**src/logic/seif_pkg.sv**
```systemverilog
// Purpose: Shared constants and types for the serial EEPROM bus slave front end
// Assumes: Bus pins are sampled by a 10 MHz system clock
// Notes: Operation list below summarises the behaviour of seif_front
//
// Operation
// - Data falling while clock high marks a start and begins a transfer.
// - Starts are watched always except during programming; idle until a start.
// - Data rising while clock high marks a stop and ends communication.
// - Master no-acknowledge on a read byte, then stop, leaves device in standby.
// - A stop closing a write command launches the programming cycle.
// - Transmitter releases data after eight bits; receiver pulls low on ninth.
// - Received data is sampled on each rising clock edge.
// - Select byte MSB first: type id, strap two, strap one, top address, direction.
// - Respond only when type id matches and chip bits equal strap inputs.
// - An unconnected strap input reads as low.
// - Select bit zero set means read, clear means write.
// - Matching select is acknowledged in ninth slot; mismatch returns to standby.
// - Write inhibit high blocks every modification of the memory; seif_front samples it only from start to the end of the address bytes.
// - An unconnected write inhibit input reads low and permits writes.
// - Under write inhibit, select and address acknowledged, data bytes refused.
// - Data output only pulls low or releases, never drives high.
// - Device is slave only, clocked by master, never starting a transfer.
// - Device comes up in standby after reset and ignores everything before.
// - Reset reasserted at power-down stops all responses at once.
// - Sequential reads of one or more bytes, regardless of write inhibit.
// - Seventeen-bit address: top bit from select, then high, then low byte.
// - Programming starts only for a stop in the slot right after acknowledge.
// - During programming the data output stays released, no request answered.
// - A page write takes up to 256 bytes within one row.

package seif_pkg;

	localparam int ADDR_W = 17;
	localparam int BYTE_W = 8;
	localparam int PAGE_BITS = 8;
	localparam int SEL_ID_MSB = 7;
	localparam int SEL_ID_LSB = 4;
	localparam int SEL_STRAP_HI = 3;
	localparam int SEL_STRAP_LO = 2;
	localparam int SEL_TOP_ADDR = 1;
	localparam int SEL_RW = 0;
	localparam logic [3:0] ACK_SLOT = 4'h8;
	localparam logic [3:0] CNT_RESET = 4'h0;
	localparam int PIN_COUNT = 5;
	localparam int PIN_SCL = 4;
	localparam int PIN_SDA = 3;
	localparam int PIN_STRAP_HI = 2;
	localparam int PIN_STRAP_LO = 1;
	localparam int PIN_WINHIBIT = 0;
	localparam logic [PIN_COUNT-1:0] PIN_RESET = 5'h18;
	localparam logic [ADDR_W-1:0] ADDR_RESET = 17'h0_0000;

	typedef enum logic [2:0] {
		S_IDLE,
		S_SELECT,
		S_ADDR_HI,
		S_ADDR_LO,
		S_WDATA,
		S_RDATA
	} seif_state_t;

	typedef struct packed {
		logic [ADDR_W-1:0] addr;
		logic [BYTE_W-1:0] data;
	} seif_wr_word_t;

endpackage

```
**src/logic/seif_front.sv**
```systemverilog
// Purpose: Slave-side two-wire bus front end of a serial EEPROM
// Assumes: Bus clock and data arrive unsynchronised; memory side runs on clock
// Notes: Accepted write bytes leave through a small buffer; prog_start commits them
`timescale 1ns/10ps

module seif_front #(
	parameter logic [3:0] TYPE_ID = 4'h5, // Arbitrary value, set per product
	parameter int BUF_DEPTH = 2
) (
	input wire logic clock,
	input wire logic rst,
	input wire logic scl_in,
	input wire logic sda_in,
	output logic sda_out,
	output logic sda_oe_n,
	input wire logic select_strap_low_bit,
	input wire logic select_strap_high_bit,
	input wire logic write_inhibit_in,
	output logic [seif_pkg::ADDR_W-1:0] mem_addr,
	input wire logic [seif_pkg::BYTE_W-1:0] mem_rd_data,
	output logic wr_valid,
	input wire logic wr_ready,
	output seif_pkg::seif_wr_word_t wr_word,
	output logic prog_start,
	input wire logic prog_busy
);
	import seif_pkg::*;

	localparam int PTR_W = $clog2(BUF_DEPTH);

	if (BUF_DEPTH < 2 || (1 << PTR_W) != BUF_DEPTH)
	begin
		$error("BUF_DEPTH must be a power of two, at least 2");
	end

	function automatic logic sel_match(input logic [BYTE_W-1:0] sel, input logic hi,
		input logic lo);
		sel_match = sel[SEL_ID_MSB:SEL_ID_LSB] == TYPE_ID && sel[SEL_STRAP_HI] == hi
			&& sel[SEL_STRAP_LO] == lo;
	endfunction

	logic [PIN_COUNT-1:0] pin_meta_q;
	logic [PIN_COUNT-1:0] pin_s_q;
	logic scl_p_q;
	logic sda_p_q;
	logic scl_s;
	logic sda_s;
	logic scl_rise;
	logic scl_fall;
	logic start_det;
	logic stop_det;
	seif_state_t state_q;
	logic [3:0] bit_cnt_q;
	logic [BYTE_W-1:0] shift_q;
	logic [BYTE_W-1:0] tx_q;
	logic ninth_q;
	logic after_ack_q;
	logic wr_pending_q;
	logic wp_q;
	logic drive_low_q;
	logic [ADDR_W-1:0] addr_q;
	logic [BYTE_W-1:0] addr_hi_q;
	logic top_addr_q;
	logic prog_start_q;
	logic push;
	logic buf_full;
	logic buf_empty;
	seif_wr_word_t buf_q [BUF_DEPTH];
	logic [PTR_W:0] wr_ptr_q;
	logic [PTR_W:0] rd_ptr_q;

	// ----------------------------------------
	// Pin sampling and bus conditions
	// ----------------------------------------

	// Unconnected straps and inhibit settle low through reset value
	always_ff @(posedge clock or posedge rst)
	begin
		if (rst)
		begin
			pin_meta_q <= PIN_RESET;
			pin_s_q <= PIN_RESET;
			scl_p_q <= 1'b1;
			sda_p_q <= 1'b1;
		end
		else
		begin
			pin_meta_q <= {scl_in, sda_in, select_strap_high_bit, select_strap_low_bit,
				write_inhibit_in};
			pin_s_q <= pin_meta_q;
			scl_p_q <= pin_s_q[PIN_SCL];
			sda_p_q <= pin_s_q[PIN_SDA];
		end
	end

	assign scl_s = pin_s_q[PIN_SCL];
	assign sda_s = pin_s_q[PIN_SDA];
	assign scl_rise = scl_s && !scl_p_q;
	assign scl_fall = !scl_s && scl_p_q;
	// Starts are not seen at all while programming
	assign start_det = scl_s && scl_p_q && sda_p_q && !sda_s && !prog_busy;
	assign stop_det = scl_s && scl_p_q && !sda_p_q && sda_s;

	// ----------------------------------------
	// Receive shifter
	// ----------------------------------------

	always_ff @(posedge clock or posedge rst)
	begin
		if (rst)
			shift_q <= '0;
		else if (scl_rise && state_q != S_IDLE && bit_cnt_q < ACK_SLOT)
			shift_q <= {shift_q[BYTE_W-2:0], sda_s};
	end

	// ----------------------------------------
	// Protocol sequencer
	// ----------------------------------------

	// Slave only: nothing here ever drives the clock or opens a transfer
	always_ff @(posedge clock or posedge rst)
	begin
		if (rst)
		begin
			state_q <= S_IDLE;
			bit_cnt_q <= CNT_RESET;
			ninth_q <= 1'b0;
			after_ack_q <= 1'b0;
			wr_pending_q <= 1'b0;
			wp_q <= 1'b0;
			drive_low_q <= 1'b0;
			addr_q <= ADDR_RESET;
			addr_hi_q <= '0;
			top_addr_q <= 1'b0;
			tx_q <= '0;
		end
		else if (prog_busy)
		begin
			state_q <= S_IDLE;
			drive_low_q <= 1'b0;
			bit_cnt_q <= CNT_RESET;
			ninth_q <= 1'b0;
			after_ack_q <= 1'b0;
			wr_pending_q <= 1'b0;
		end
		else if (start_det)
		begin
			state_q <= S_SELECT;
			bit_cnt_q <= CNT_RESET;
			ninth_q <= 1'b0;
			after_ack_q <= 1'b0;
			drive_low_q <= 1'b0;
			wr_pending_q <= 1'b0;
			wp_q <= 1'b0;
		end
		else if (stop_det)
		begin
			state_q <= S_IDLE;
			bit_cnt_q <= CNT_RESET;
			ninth_q <= 1'b0;
			after_ack_q <= 1'b0;
			drive_low_q <= 1'b0;
			wr_pending_q <= 1'b0;
		end
		else if (state_q == S_IDLE)
		begin
			drive_low_q <= 1'b0;
		end
		else if (scl_rise)
		begin
			// Inhibit counts from start to end of the address bytes
			if (state_q != S_WDATA && state_q != S_RDATA)
				wp_q <= wp_q | pin_s_q[PIN_WINHIBIT];
			if (bit_cnt_q == ACK_SLOT)
			begin
				bit_cnt_q <= CNT_RESET;
				ninth_q <= 1'b1;
				after_ack_q <= 1'b1;
				if (state_q == S_RDATA && sda_s)
					state_q <= S_IDLE;
			end
			else
				bit_cnt_q <= bit_cnt_q + 4'h1;
		end
		else if (scl_fall)
		begin
			if (bit_cnt_q == 4'h1)
				after_ack_q <= 1'b0;
			if (ninth_q)
			begin
				ninth_q <= 1'b0;
				drive_low_q <= 1'b0;
				if (state_q == S_RDATA)
				begin
					tx_q <= mem_rd_data;
					drive_low_q <= !mem_rd_data[BYTE_W-1];
					addr_q <= addr_q + 17'h0_0001;
				end
			end
			else if (bit_cnt_q == ACK_SLOT)
			begin
				drive_low_q <= 1'b0;
				case (state_q)
					S_SELECT:
					begin
						if (sel_match(shift_q, pin_s_q[PIN_STRAP_HI],
							pin_s_q[PIN_STRAP_LO]))
						begin
							drive_low_q <= 1'b1;
							top_addr_q <= shift_q[SEL_TOP_ADDR];
							state_q <= shift_q[SEL_RW] ? S_RDATA : S_ADDR_HI;
						end
						else
							state_q <= S_IDLE;
					end
					S_ADDR_HI:
					begin
						drive_low_q <= 1'b1;
						addr_hi_q <= shift_q;
						state_q <= S_ADDR_LO;
					end
					S_ADDR_LO:
					begin
						drive_low_q <= 1'b1;
						addr_q <= {top_addr_q, addr_hi_q, shift_q};
						state_q <= S_WDATA;
					end
					S_WDATA:
					begin
						// Full buffer refuses the byte rather than lose it
						if (!wp_q && !buf_full)
						begin
							drive_low_q <= 1'b1;
							wr_pending_q <= 1'b1;
							addr_q[PAGE_BITS-1:0] <= addr_q[PAGE_BITS-1:0] + 8'h01;
						end
					end
					S_RDATA:
						drive_low_q <= 1'b0;
					default:
						state_q <= S_IDLE;
				endcase
			end
			else if (state_q == S_RDATA && bit_cnt_q < ACK_SLOT)
				drive_low_q <= !tx_q[3'(BYTE_W - 1) - bit_cnt_q[2:0]];
		end
	end

	assign push = scl_fall && !ninth_q && bit_cnt_q == ACK_SLOT && state_q == S_WDATA
		&& !wp_q && !buf_full && !prog_busy && !start_det && !stop_det;

	// ----------------------------------------
	// Programming launch
	// ----------------------------------------

	always_ff @(posedge clock or posedge rst)
	begin
		if (rst)
			prog_start_q <= 1'b0;
		else
			prog_start_q <= stop_det && after_ack_q && wr_pending_q && !prog_busy;
	end

	// ----------------------------------------
	// Write word buffer
	// ----------------------------------------

	assign buf_full = wr_ptr_q == {!rd_ptr_q[PTR_W], rd_ptr_q[PTR_W-1:0]};
	assign buf_empty = wr_ptr_q == rd_ptr_q;

	always_ff @(posedge clock or posedge rst)
	begin
		if (rst)
		begin
			wr_ptr_q <= '0;
			rd_ptr_q <= '0;
		end
		else
		begin
			if (push)
				wr_ptr_q <= wr_ptr_q + 1'b1;
			if (wr_ready && !buf_empty)
				rd_ptr_q <= rd_ptr_q + 1'b1;
		end
	end

	always_ff @(posedge clock)
	begin
		if (push)
			buf_q[wr_ptr_q[PTR_W-1:0]] <= '{addr: addr_q, data: shift_q};
	end

	assign wr_valid = !buf_empty;
	assign wr_word = buf_q[rd_ptr_q[PTR_W-1:0]];
	assign mem_addr = addr_q;
	assign prog_start = prog_start_q;
	assign sda_out = 1'b0;
	assign sda_oe_n = !drive_low_q;

	// ----------------------------------------
	// Checks
	// ----------------------------------------

	a_busy_release:
	assert property (@(posedge clock) disable iff (rst)
		prog_busy |=> sda_oe_n && state_q == S_IDLE)
		else $error("Data line held during programming");

	a_start_abort:
	assert property (@(posedge clock) disable iff (rst)
		start_det |=> state_q == S_SELECT && bit_cnt_q == CNT_RESET && sda_oe_n)
		else $error("Start did not restart the select byte");

	a_stop_idle:
	assert property (@(posedge clock) disable iff (rst)
		stop_det |=> state_q == S_IDLE && sda_oe_n)
		else $error("Stop did not return to standby");

	a_prog_launch:
	assert property (@(posedge clock) disable iff (rst)
		stop_det && after_ack_q && wr_pending_q && !prog_busy |=> prog_start ##1 !prog_start)
		else $error("Programming not launched as one pulse");

	a_prog_slot:
	assert property (@(posedge clock) disable iff (rst)
		prog_start |-> $past(after_ack_q) && $past(stop_det))
		else $error("Programming launched outside the ack slot");

	a_sample_rise:
	assert property (@(posedge clock) disable iff (rst)
		scl_rise && state_q != S_IDLE && bit_cnt_q < ACK_SLOT && !start_det && !prog_busy
		|=> shift_q[0] == $past(sda_s) && bit_cnt_q == $past(bit_cnt_q) + 4'h1)
		else $error("Bit not sampled on rising clock");

	a_inhibit_nack:
	assert property (@(posedge clock) disable iff (rst)
		scl_fall && !ninth_q && bit_cnt_q == ACK_SLOT && state_q == S_WDATA && wp_q
		&& !start_det && !stop_det |-> !push ##1 sda_oe_n)
		else $error("Data byte acknowledged under inhibit");

	a_select_miss:
	assert property (@(posedge clock) disable iff (rst)
		scl_fall && !ninth_q && bit_cnt_q == ACK_SLOT && state_q == S_SELECT
		&& !prog_busy && !start_det && !stop_det
		&& !sel_match(shift_q, pin_s_q[PIN_STRAP_HI], pin_s_q[PIN_STRAP_LO])
		|=> state_q == S_IDLE && sda_oe_n)
		else $error("Foreign select byte answered");

	a_ack_release:
	assert property (@(posedge clock) disable iff (rst)
		scl_fall && ninth_q && state_q != S_RDATA |=> sda_oe_n)
		else $error("Acknowledge not released on falling clock");

	a_read_nack:
	assert property (@(posedge clock) disable iff (rst)
		scl_rise && bit_cnt_q == ACK_SLOT && state_q == S_RDATA && sda_s
		&& !start_det && !stop_det && !prog_busy |=> state_q == S_IDLE [*2])
		else $error("Read continued after master refusal");

endmodule

```
**config.mk**
```make
export PLATFORM = sky130hd
export DESIGN_NAME = seif_front
export DESIGN_NICKNAME = d
export VERILOG_FILES = /design/src/logic/seif_pkg.sv /design/src/logic/seif_front.sv
export SDC_FILE = /design/constraint.sdc
export NUM_CORES = 1
export LEC_CHECK = 0
export BUFFER_PORTS_ARGS = -buffer_cell sky130_fd_sc_hd__buf_4
export CAP_MARGIN = 10
export CORE_MARGIN = 4
export CORE_UTILIZATION = 55
export DETAILED_ROUTE_END_ITERATION = 8
export PLACE_DENSITY = 0.73
export SYNTH_ARGS = -nofsm -noshare
export SYNTH_HDL_FRONTEND = slang
export SYNTH_SLANG_ARGS = --single-unit
```
**constraint.sdc**
```tcl
create_clock -name clock -period 7.1 [get_ports clock]
set_clock_uncertainty 0.15 [all_clocks]
set_input_delay 0 -clock clock [delete_from_list [all_inputs] [get_ports clock]]
set_output_delay 0 -clock clock [all_outputs]
set_load 0.005 [all_outputs]
```
==> impl_metrics.ini, run 1 <==
[run_status]
outcome = completed

[synthesis]
synth_nets = 451
synth_top_family_by_area = simple AND/OR/NAND/NOR gates
ys_ff_latch = 121
synth-xor-area-share_pct = 1.45
synth-edff-count = 50
synthMuxAreaShare_pct = 12.1
yosysWarnings = 0
seq_area_frac_synth_pct = 60.3
netlist_area_um2 = 5450
async_flop_share_pct = 58.7
synthAdderAreaFrac_pct = 0.918
synth_compound_area_share_pct = 9.39
ys_types = 66
synthCells = 430
synth-main-ff-cell = dfrtp_1
syn_area_per_cell_um2 = 12.7
yosys.area_share.simple_pct = 12.8

[worst_setup_path]
criticalPathCategory = reg2reg
r2r-start = bit_cnt_q[0]$_DFFE_PP0P_
ff2ff_setup_slack_ns = 4.11
cp_max_fo = 14
cp.required_ns = 7.16
critPathArrivalTime_ns = 3.05
rr_endpoint = buf_q[1][22]$_DFFE_PP_
reg2regPathDepth = 5
critPathCaptureType = register
worstSetupStartpointType = register

[hold_path]
hold_depth = 3
min-delay-path-class = in2reg
min_to = tx_q[2]$_DFFE_PP0P_
holdCritStartpoint = mem_rd_data[2]

[route]
drtAntennaViolNets = 0
wl_um = 11900
first_iter_violations = 257
viasPerCell = 5.67
drc_errors = 0
wl_per_cell_um = 18.1
drt_first_pass_iters = 4
vias = 3742

[final_layout]
final_cell_mix = dfrtp_1 (65), buf_4 (65), mux2_2 (51)
drive_above_1_share_pct = 32.1
nNetsFinal = 535
diodes = 0
fin_area_um2 = 6800
area_delta_synth_final_pct = 24.8
postLayoutCoreUtil_pct = 69.9

[clock_network]
post_cts_buffers = 0
cts_tree = yes
clockRootBuffer = clkbuf_8
clk_latency_ns = 0.51
clockBufferDepth = 2
cts_max_level = 4
clkTransAtPathRegs_ns = 0.06
cts_buffers = 17
cts_sinks = 121

[place]
place_hpwl_um = 7520
place_area_um2 = 6000
io_buffers = 61
place.gp.congestion = 0.867

[power]
p_leak_nw = 2.92
total_power_w = 0.00177
ir_drop_mv = 0.161
powerDensity_nw_per_um2 = 260

[sta]
setup_tns_ns = 0
slew_headroom_pct = 18.3
fin_crit_sh_pct = 42.1
fmax_ghz = 0.334
tightestPinTransition_ns = 1.21
rsz0062_at_grt = false
maxSlewViolCount = 0
holdWs_ns = 0.124
setup_viol_count_final = 0
fin_crit_ns = 2.99
hold_viol = 0

[floorplanning]
fp.dieH_um = 108
dieArea_um2 = 11600
core_area_um2 = 9730
rows = 36
io_pins = 63
start_util_pct = 56.0
fp.dieW_um = 108

[global_route]
antenna_found_initial = 0
grt_pass1_vias = 3820
grt_pass1_wl_um = 19600
track_usage_pct = 22.1
grt_max_degree = 72
grt_overflow_total = 0

[flow_run]
drv_cap = 0
==> final cells by class <==
class,instances,area [um^2]
clock buffers,17,414
clock inverters,15,175
fillers,708,2930
inverters,15,56.3
multi-input cells,273,2000
flip-flops and latches,121,3290
well taps,133,166
repair buffers,86,698
==> cells by family (layout without fill, tap and decap cells) <==
family	Yosys count	after routing
simple gates	126	126
flops	121	121
compound gates	75	75
mux	58	58
buf+inv	36	133
xor+xnor	9	9
fa+ha+maj	4	4
other cells	1	1
==> flip-flops by register name (all words and copies together) (netlist names), 2 cells and up <==
register    flops
pin_s_q         5
mem_addr       17
buf_q          50
bit_cnt_q       4
state_q         3
wr_ptr_q        2
shift_q         8
rd_ptr_q        2
tx_q            8
pin_meta_q      5
addr_hi_q       8
==> worst max-delay path, cell delays in order, from the launching register on <==
cell	delay (ns)
dfrtp_1	0.53
nor4b_4	0.59
and2_4	0.27
and3b_1	0.23
and2_1	0.56
buf_4	0.34
==> layer usage <==
layer,track usage (%),routed length (um),up-vias
li1,-,-,1760
met1,29.1,5210,1868
met2,36.6,6090,104
met3,4.80,505,10
met4,7.03,123,0
met5,0,0,-
==> power breakdown <==
part / total (W) / leakage (nW) / internal (W) / switching [W]
combinational: 0.000181 / 1.19 / 0.0000986 / 0.0000827
clock: 0.000844 / 0.284 / 0.000534 / 0.000310
sequential: 0.000745 / 1.44 / 0.000736 / 0.00000826
total: 0.00177 / 2.92 / 0.00137 / 0.000401
==> through the flow <==
stage                     setup WS (ns)  cells
after floorplan                    3.92    430
after CTS                          4.06    660
after detailed placement           4.08    607
after global placement             4.19    607
after global routing               3.89    660
final                              4.11    660
==> cells in the mapped netlist (4+ instances only) <==
library cell | n | area share, %
nor2_1 | 27 | 1.9
ha_1 | 4 | 0.92
mux2i_1 | 6 | 1.1
mux2_2 | 51 | 11
and3_1 | 6 | 0.69
o21ai_0 | 11 | 1.0
a21oi_1 | 19 | 1.7
inv_1 | 15 | 1.0
xor2_1 | 6 | 0.96
nand2_1 | 26 | 1.8
a2bb2oi_1 | 4 | 0.64
a31oi_1 | 8 | 0.92
nand3_1 | 11 | 1.0
clkbuf_1 | 4 | 0.28
dfrtp_1 | 65 | 30
buf_2 | 13 | 1.2
edfxtp_1 | 50 | 28
nor3_1 | 15 | 1.4
nor4_1 | 5 | 0.57
dfstp_2 | 6 | 2.9
==> worst max-delay path by stage <==
| stage | startpoint | endpoint | slack [ns] | cells past startpoint |
|---|---|---|---|---|
| CTS | bit_cnt_q[0]$_DFFE_PP0P_ | buf_q[1][22]$_DFFE_PP_ | 4.06 | 5 |
| floorplan | state_q[0]$_DFFE_PP0P_ | buf_q[0][0]$_DFFE_PP_ | 3.92 | 5 |
| global route | bit_cnt_q[0]$_DFFE_PP0P_ | buf_q[1][20]$_DFFE_PP_ | 3.89 | 5 |
| finish | bit_cnt_q[0]$_DFFE_PP0P_ | buf_q[1][22]$_DFFE_PP_ | 4.11 | 5 |
| detailed placement | bit_cnt_q[0]$_DFFE_PP0P_ | buf_q[1][24]$_DFFE_PP_ | 4.08 | 5 |
| global placement | bit_cnt_q[0]$_DFFE_PP0P_ | buf_q[1][23]$_DFFE_PP_ | 4.19 | 5 |
==> timing repair <==
item | CTS | global route
endpoints found under the hold margin | 95 | 0
gates resized for setup | 0 | 0
hold buffers | 21 | 0
(Power assumes the default switching activity.)
==> run 2: changes to the inputs <==
==> constraint.sdc (replaced) <==
create_clock -name clock -period 3 [get_ports clock]
set_clock_uncertainty 0.15 [all_clocks]
set_input_delay 0 -clock clock [delete_from_list [all_inputs] [get_ports clock]]
set_output_delay 0 -clock clock [all_outputs]
set_load 0.005 [all_outputs]
==> impl_metrics.ini, run 2 (synthesis results as in run 1) <==
[run_status]
outcome = completed

[route]
drtAntennaViolNets = 0
vias = 3813
wl_per_cell_um = 17.6
drt_first_pass_iters = 5
viasPerCell = 5.75
wl_um = 11700
drc_errors = 0
first_iter_violations = 135

[global_route]
grt_max_degree = 40
track_usage_pct = 21.5
antenna_found_initial = 0
grt_pass1_wl_um = 19200
grt_overflow_total = 0
grt_pass1_vias = 3842

[hold_path]
min-delay-path-class = in2async

[final_layout]
postLayoutCoreUtil_pct = 70.4
fillers = 727
final_cell_mix = buf_4 (67), dfrtp_1 (65), mux2_2 (51)
nNetsFinal = 538
largest_reg_flops = 50
diodes = 0
area_delta_synth_final_pct = 25.7
final_common_cell = buf_4
drive_above_1_share_pct = 32.8
fin_area_um2 = 6850

[sta]
tightestPinTransition_ns = 0.714
slew_headroom_pct = 52.3
setup_tns_ns = 0
hold_viol = 0
setup_viol_count_final = 0
rsz0062_at_grt = false
maxSlewViolCount = 0
fin_ws_ns = 0.501
fmax_ghz = 0.400
fin_crit_ns = 2.50
fin_crit_sh_pct = 83.3

[power]
ir_drop_mv = 0.372
p_leak_nw = 2.94
powerDensity_nw_per_um2 = 622
total_power_w = 0.00426

[floorplanning]
rows = 36
core_area_um2 = 9730
io_pins = 63
fp.dieW_um = 108
start_util_pct = 56.0
fp.dieH_um = 108
dieArea_um2 = 11600

[clock_network]
clockBufferDepth = 2
cts_max_level = 4
clk_latency_ns = 0.51
clockRootBuffer = clkbuf_8
cts_buffers = 17
cts_tree = yes
post_cts_buffers = 0
cts_sinks = 121
clkTransAtPathRegs_ns = 0.06

[place]
place_hpwl_um = 7430
dp_slack_ns = 0.502
place_area_um2 = 6030
io_buffers = 61
place.gp.congestion = 0.884

[worst_setup_path]
slowest_delay_ns = 0.51
r2r-start = state_q[0]$_DFFE_PP0P_
worstSetupStartpointType = register
crit_chain = or3b_1 > a211oi_2 > and3b_1 > nor2b_2 > buf_4
critical_path_buf_inv_count = 1
reg2regPathDepth = 5
critPathArrivalTime_ns = 2.52
critPathCaptureType = register
cp_max_fo = 25
rr_endpoint = buf_q[0][15]$_DFFE_PP_
crit_family = simple AND/OR/NAND/NOR gates
cp.required_ns = 3.03
criticalPathCategory = reg2reg
critPathSlowestCell = dfrtp_1
ff2ff_setup_slack_ns = 0.50

[flow_run]
drv_cap = 0
run 2: changes by cell type in the layout (fill, tap and decap cells not counted), sizes merged:
cell / change
buf: +3
clkinv: -5
inv: +4
clkinvlp: +1
run 2: worst max-delay path by stage:
stage                            from                     end  slack, ns  cells after the start
2_1_floorplan  state_q[0]$_DFFE_PP0P_   buf_q[0][0]$_DFFE_PP_       0.28                      5
3_3_place_gp   state_q[0]$_DFFE_PP0P_  buf_q[0][10]$_DFFE_PP_       0.58                      5
3_5_place_dp   state_q[0]$_DFFE_PP0P_  buf_q[0][12]$_DFFE_PP_       0.50                      5
4_1_cts        state_q[0]$_DFFE_PP0P_  buf_q[0][20]$_DFFE_PP_       0.50                      5
5_1_grt        state_q[2]$_DFFE_PP0P_  buf_q[0][20]$_DFFE_PP_       0.37                      5
6_report       state_q[0]$_DFFE_PP0P_  buf_q[0][15]$_DFFE_PP_       0.50                      5
run 2: area by class of cell:
| type | instances | area (um^2) | share of cell area, % |
|---|---|---|---|
| Inverter | 15 | 56.3 | 0.822 |
| Multi-Input combinational cell | 273 | 2000 | 29.2 |
| Clock buffer | 17 | 414 | 6.05 |
| Clock inverter | 15 | 190 | 2.78 |
| Tap cell | 133 | 166 | 2.43 |
| Timing Repair Buffer | 89 | 733 | 10.7 |
| Sequential cell | 121 | 3290 | 48.0 |
run 2: per-stage QoR:
stage / cells / hold WS [ns]
2_1_floorplan: 430 / -0.146
3_3_place_gp: 610 / -0.0419
3_5_place_dp: 610 / -0.0409
4_1_cts: 663 / 0.0291
5_1_grt: 663 / 0.0687
6_report: 663 / 0.0162
run 2: timing repair:
action,in CTS,in global routing
resized for setup,0,0
hold buffers,21,0
endpoints found under the hold margin,100,0
setup endpoints to repair,0,0
run 2: metal layers:
layer | routed length (um) | vias up | global-route usage (%)
met4 | 207 | 0 | 8.57
met1 | 4920 | 1883 | 27.8
li1 | - | 1774 | -
met2 | 5900 | 137 | 35.2
met3 | 652 | 19 | 5.04
met5 | 0 | - | 0
run 2: worst register-to-register path, cell delays in order, from the launching register on:
cell and delay [ns]:
dfrtp_1 0.51, or3b_1 0.46, a211oi_2 0.29, and3b_1 0.25, nor2b_2 0.15, buf_4 0.34
run 2: power breakdown:
group | leakage [nW] | switching (W) | total [W] | internal [W]
Combinational | 1.21 | 0.000193 | 0.000429 | 0.000235
Clock | 0.288 | 0.000786 | 0.00207 | 0.00128
Sequential | 1.44 | 0.0000196 | 0.00176 | 0.00174
==> run 3: changes to the inputs <==
--- a/config.mk
+++ b/config.mk
@@ -8,9 +8,9 @@
 export BUFFER_PORTS_ARGS = -buffer_cell sky130_fd_sc_hd__buf_4
 export CAP_MARGIN = 10
 export CORE_MARGIN = 4
-export CORE_UTILIZATION = 55
+export CORE_UTILIZATION = 52
 export DETAILED_ROUTE_END_ITERATION = 8
-export PLACE_DENSITY = 0.73
+export PLACE_DENSITY = 0.72
 export SYNTH_ARGS = -nofsm -noshare
 export SYNTH_HDL_FRONTEND = slang
 export SYNTH_SLANG_ARGS = --single-unit
==> constraint.sdc (replaced) <==
create_clock -name clock -period 2.27 [get_ports clock]
set_clock_uncertainty 0.15 [all_clocks]
set_input_delay 0 -clock clock [delete_from_list [all_inputs] [get_ports clock]]
set_output_delay 0 -clock clock [all_outputs]
set_load 0.005 [all_outputs]
==> impl_metrics.ini, run 3 (synthesis results as in run 1) <==
[final_layout]
final_common_cell = buf_4
postLayoutCoreUtil_pct = 69.2
stdcell_count = 692
nNetsFinal = 564
diodes = 0
area_delta_synth_final_pct = 30.6
largest_reg_flops = 50
fin_area_um2 = 7120
final_cell_mix = buf_4 (90), dfrtp_1 (65), mux2_2 (51)
drive_above_1_share_pct = 36.7

[route]
drt_first_pass_iters = 5
vias = 3960
viasPerCell = 5.72
drtAntennaViolNets = 0
wl_per_cell_um = 17.4
wl_um = 12000
drc_errors = 0
first_iter_violations = 234

[global_route]
grt_pass1_vias = 3850
grt_max_degree = 36
grt_overflow_total = 0
track_usage_pct = 20.9
grt_pass1_wl_um = 19300
antenna_found_initial = 0

[place]
place_hpwl_um = 7960
dp_slack_ns = 0.0303
placed_cells = 638
place_area_um2 = 6260
place.gp.congestion = 0.878
io_buffers = 61

[sta]
slew_headroom_pct = 60.2
tightestPinTransition_ns = 0.596
holdWs_ns = 0.108
fmax_ghz = 0.447
fin_ws_ns = 0.0348
fin_crit_ns = 2.24
hold_viol = 0
setup_viol_count_final = 0
maxSlewViolCount = 0
rsz0062_at_grt = true
fin_crit_sh_pct = 98.5

[power]
powerDensity_nw_per_um2 = 802
clkPwrFrac_pct = 49.3
switching_power_w = 0.00128
ir_drop_mv = 0.551
seq_power_share_pct = 40.8
share_comb_of_total_power_pct = 9.9
p_leak_nw = 3.11
internal_power_w = 0.00443
p_sw_share_pct = 22.5

[floorplanning]
dieArea_um2 = 12200
fp.dieW_um = 110
io_pins = 63
start_util_pct = 53.0
fp.dieH_um = 110
rows = 37
core_area_um2 = 10300

[worst_setup_path]
r2r-start = scl_p_q$_DFF_PP1_
cp.required_ns = 2.51
critPathArrivalTime_ns = 2.48
criticalPathCategory = reg2reg
ff2ff_setup_slack_ns = 0.03
cp_max_fo = 9
rr_endpoint = mem_addr[0]$_DFFE_PP0P_
worstSetupStartpointType = register
critPathCaptureType = register
reg2regPathDepth = 5

[clock_network]
cts_max_level = 4
clkTransAtPathRegs_ns = 0.06
cts_tree = yes
cts_sinks = 121
clk_latency_ns = 0.51
clockBufferDepth = 2
cts_buffers = 17
clockRootBuffer = clkbuf_8

[hold_path]
min_to = tx_q[1]$_DFFE_PP0P_
holdCritStartpoint = mem_rd_data[1]
hold_depth = 3
min-delay-path-class = in2reg

[run_status]
outcome = completed

[flow_run]
drv_cap = 0
## run 3: cell count changes in the layout (fill, tap and decap cells not counted), moves of 2 or more
cell / before / now
buf_12: 1 / 3
clkinvlp_4: 3 / 1
buf_4: 67 / 90
clkinv_4: 2 / 4
## run 3: critical path: stages (launching register included)
cell and delay (ns):
dfstp_2 0.60, or3b_1 0.44, nor2_4 0.21, o21ai_2 0.09
or2_1 0.32, a211o_1 0.32
## run 3: area by class of cell
class                           instances  area (um^2)
Tap cell                              136          170
Sequential cell                       121         3290
Timing Repair Buffer                  115          956
Multi-Input combinational cell        273         2020
Clock inverter                         15          214
Inverter                               15         56.3
Clock buffer                           17          414
Fill cell                             728         3160
## run 3: how the worst max path moves through the flow
stage / start / endpoint / slack (ns) / cells after the start
final: scl_p_q$_DFF_PP1_ / mem_addr[0]$_DFFE_PP0P_ / 0.03 / 5
after global routing: scl_p_q$_DFF_PP1_ / mem_addr[0]$_DFFE_PP0P_ / -0.009 / 5
after CTS: scl_p_q$_DFF_PP1_ / mem_addr[0]$_DFFE_PP0P_ / 0.02 / 5
after detailed placement: scl_p_q$_DFF_PP1_ / mem_addr[0]$_DFFE_PP0P_ / 0.03 / 5
after global placement: scl_p_q$_DFF_PP1_ / mem_addr[0]$_DFFE_PP0P_ / 0.08 / 5
after floorplan: bit_cnt_q[0]$_DFFE_PP0P_ / buf_q[0][0]$_DFFE_PP_ / -0.10 / 5
## run 3: routing by layer
layer  vias up  wire length [um]  GRT usage (%)
li1       1824                 -              -
met1      1959              5130           28.0
met2       156              5940           34.2
met3        21               783           4.83
met4         0               192           6.42
met5         -                 0              0
## run 3: repair_timing
action                                  4_1_cts  5_1_grt
setup buffers                                 0        0
hold endpoints to repair                     94        0
endpoints found under the setup margin        0       55
gates resized for setup                       0        6
hold buffers                                 22        0
## run 3: power groups by stage
stage / Combinational, W / Clock [W] / Sequential [W]
2_1_floorplan: 0.000342 / 0 / 0.00236
3_3_place_gp: 0.000537 / 0 / 0.00237
3_5_place_dp: 0.000545 / 0 / 0.00237
4_1_cts: 0.000579 / 0.00286 / 0.00233
5_1_grt: 0.000621 / 0.00298 / 0.00233
6_report: 0.000567 / 0.00281 / 0.00233
## run 3: stage by stage
stage / power (W) / setup TNS [ns]
after detailed placement: 0.00292 / 0
after CTS: 0.00577 / 0
after global placement: 0.00291 / 0
after floorplan: 0.00270 / -3.94
after global routing: 0.00593 / -0.00903
final: 0.00571 / 0
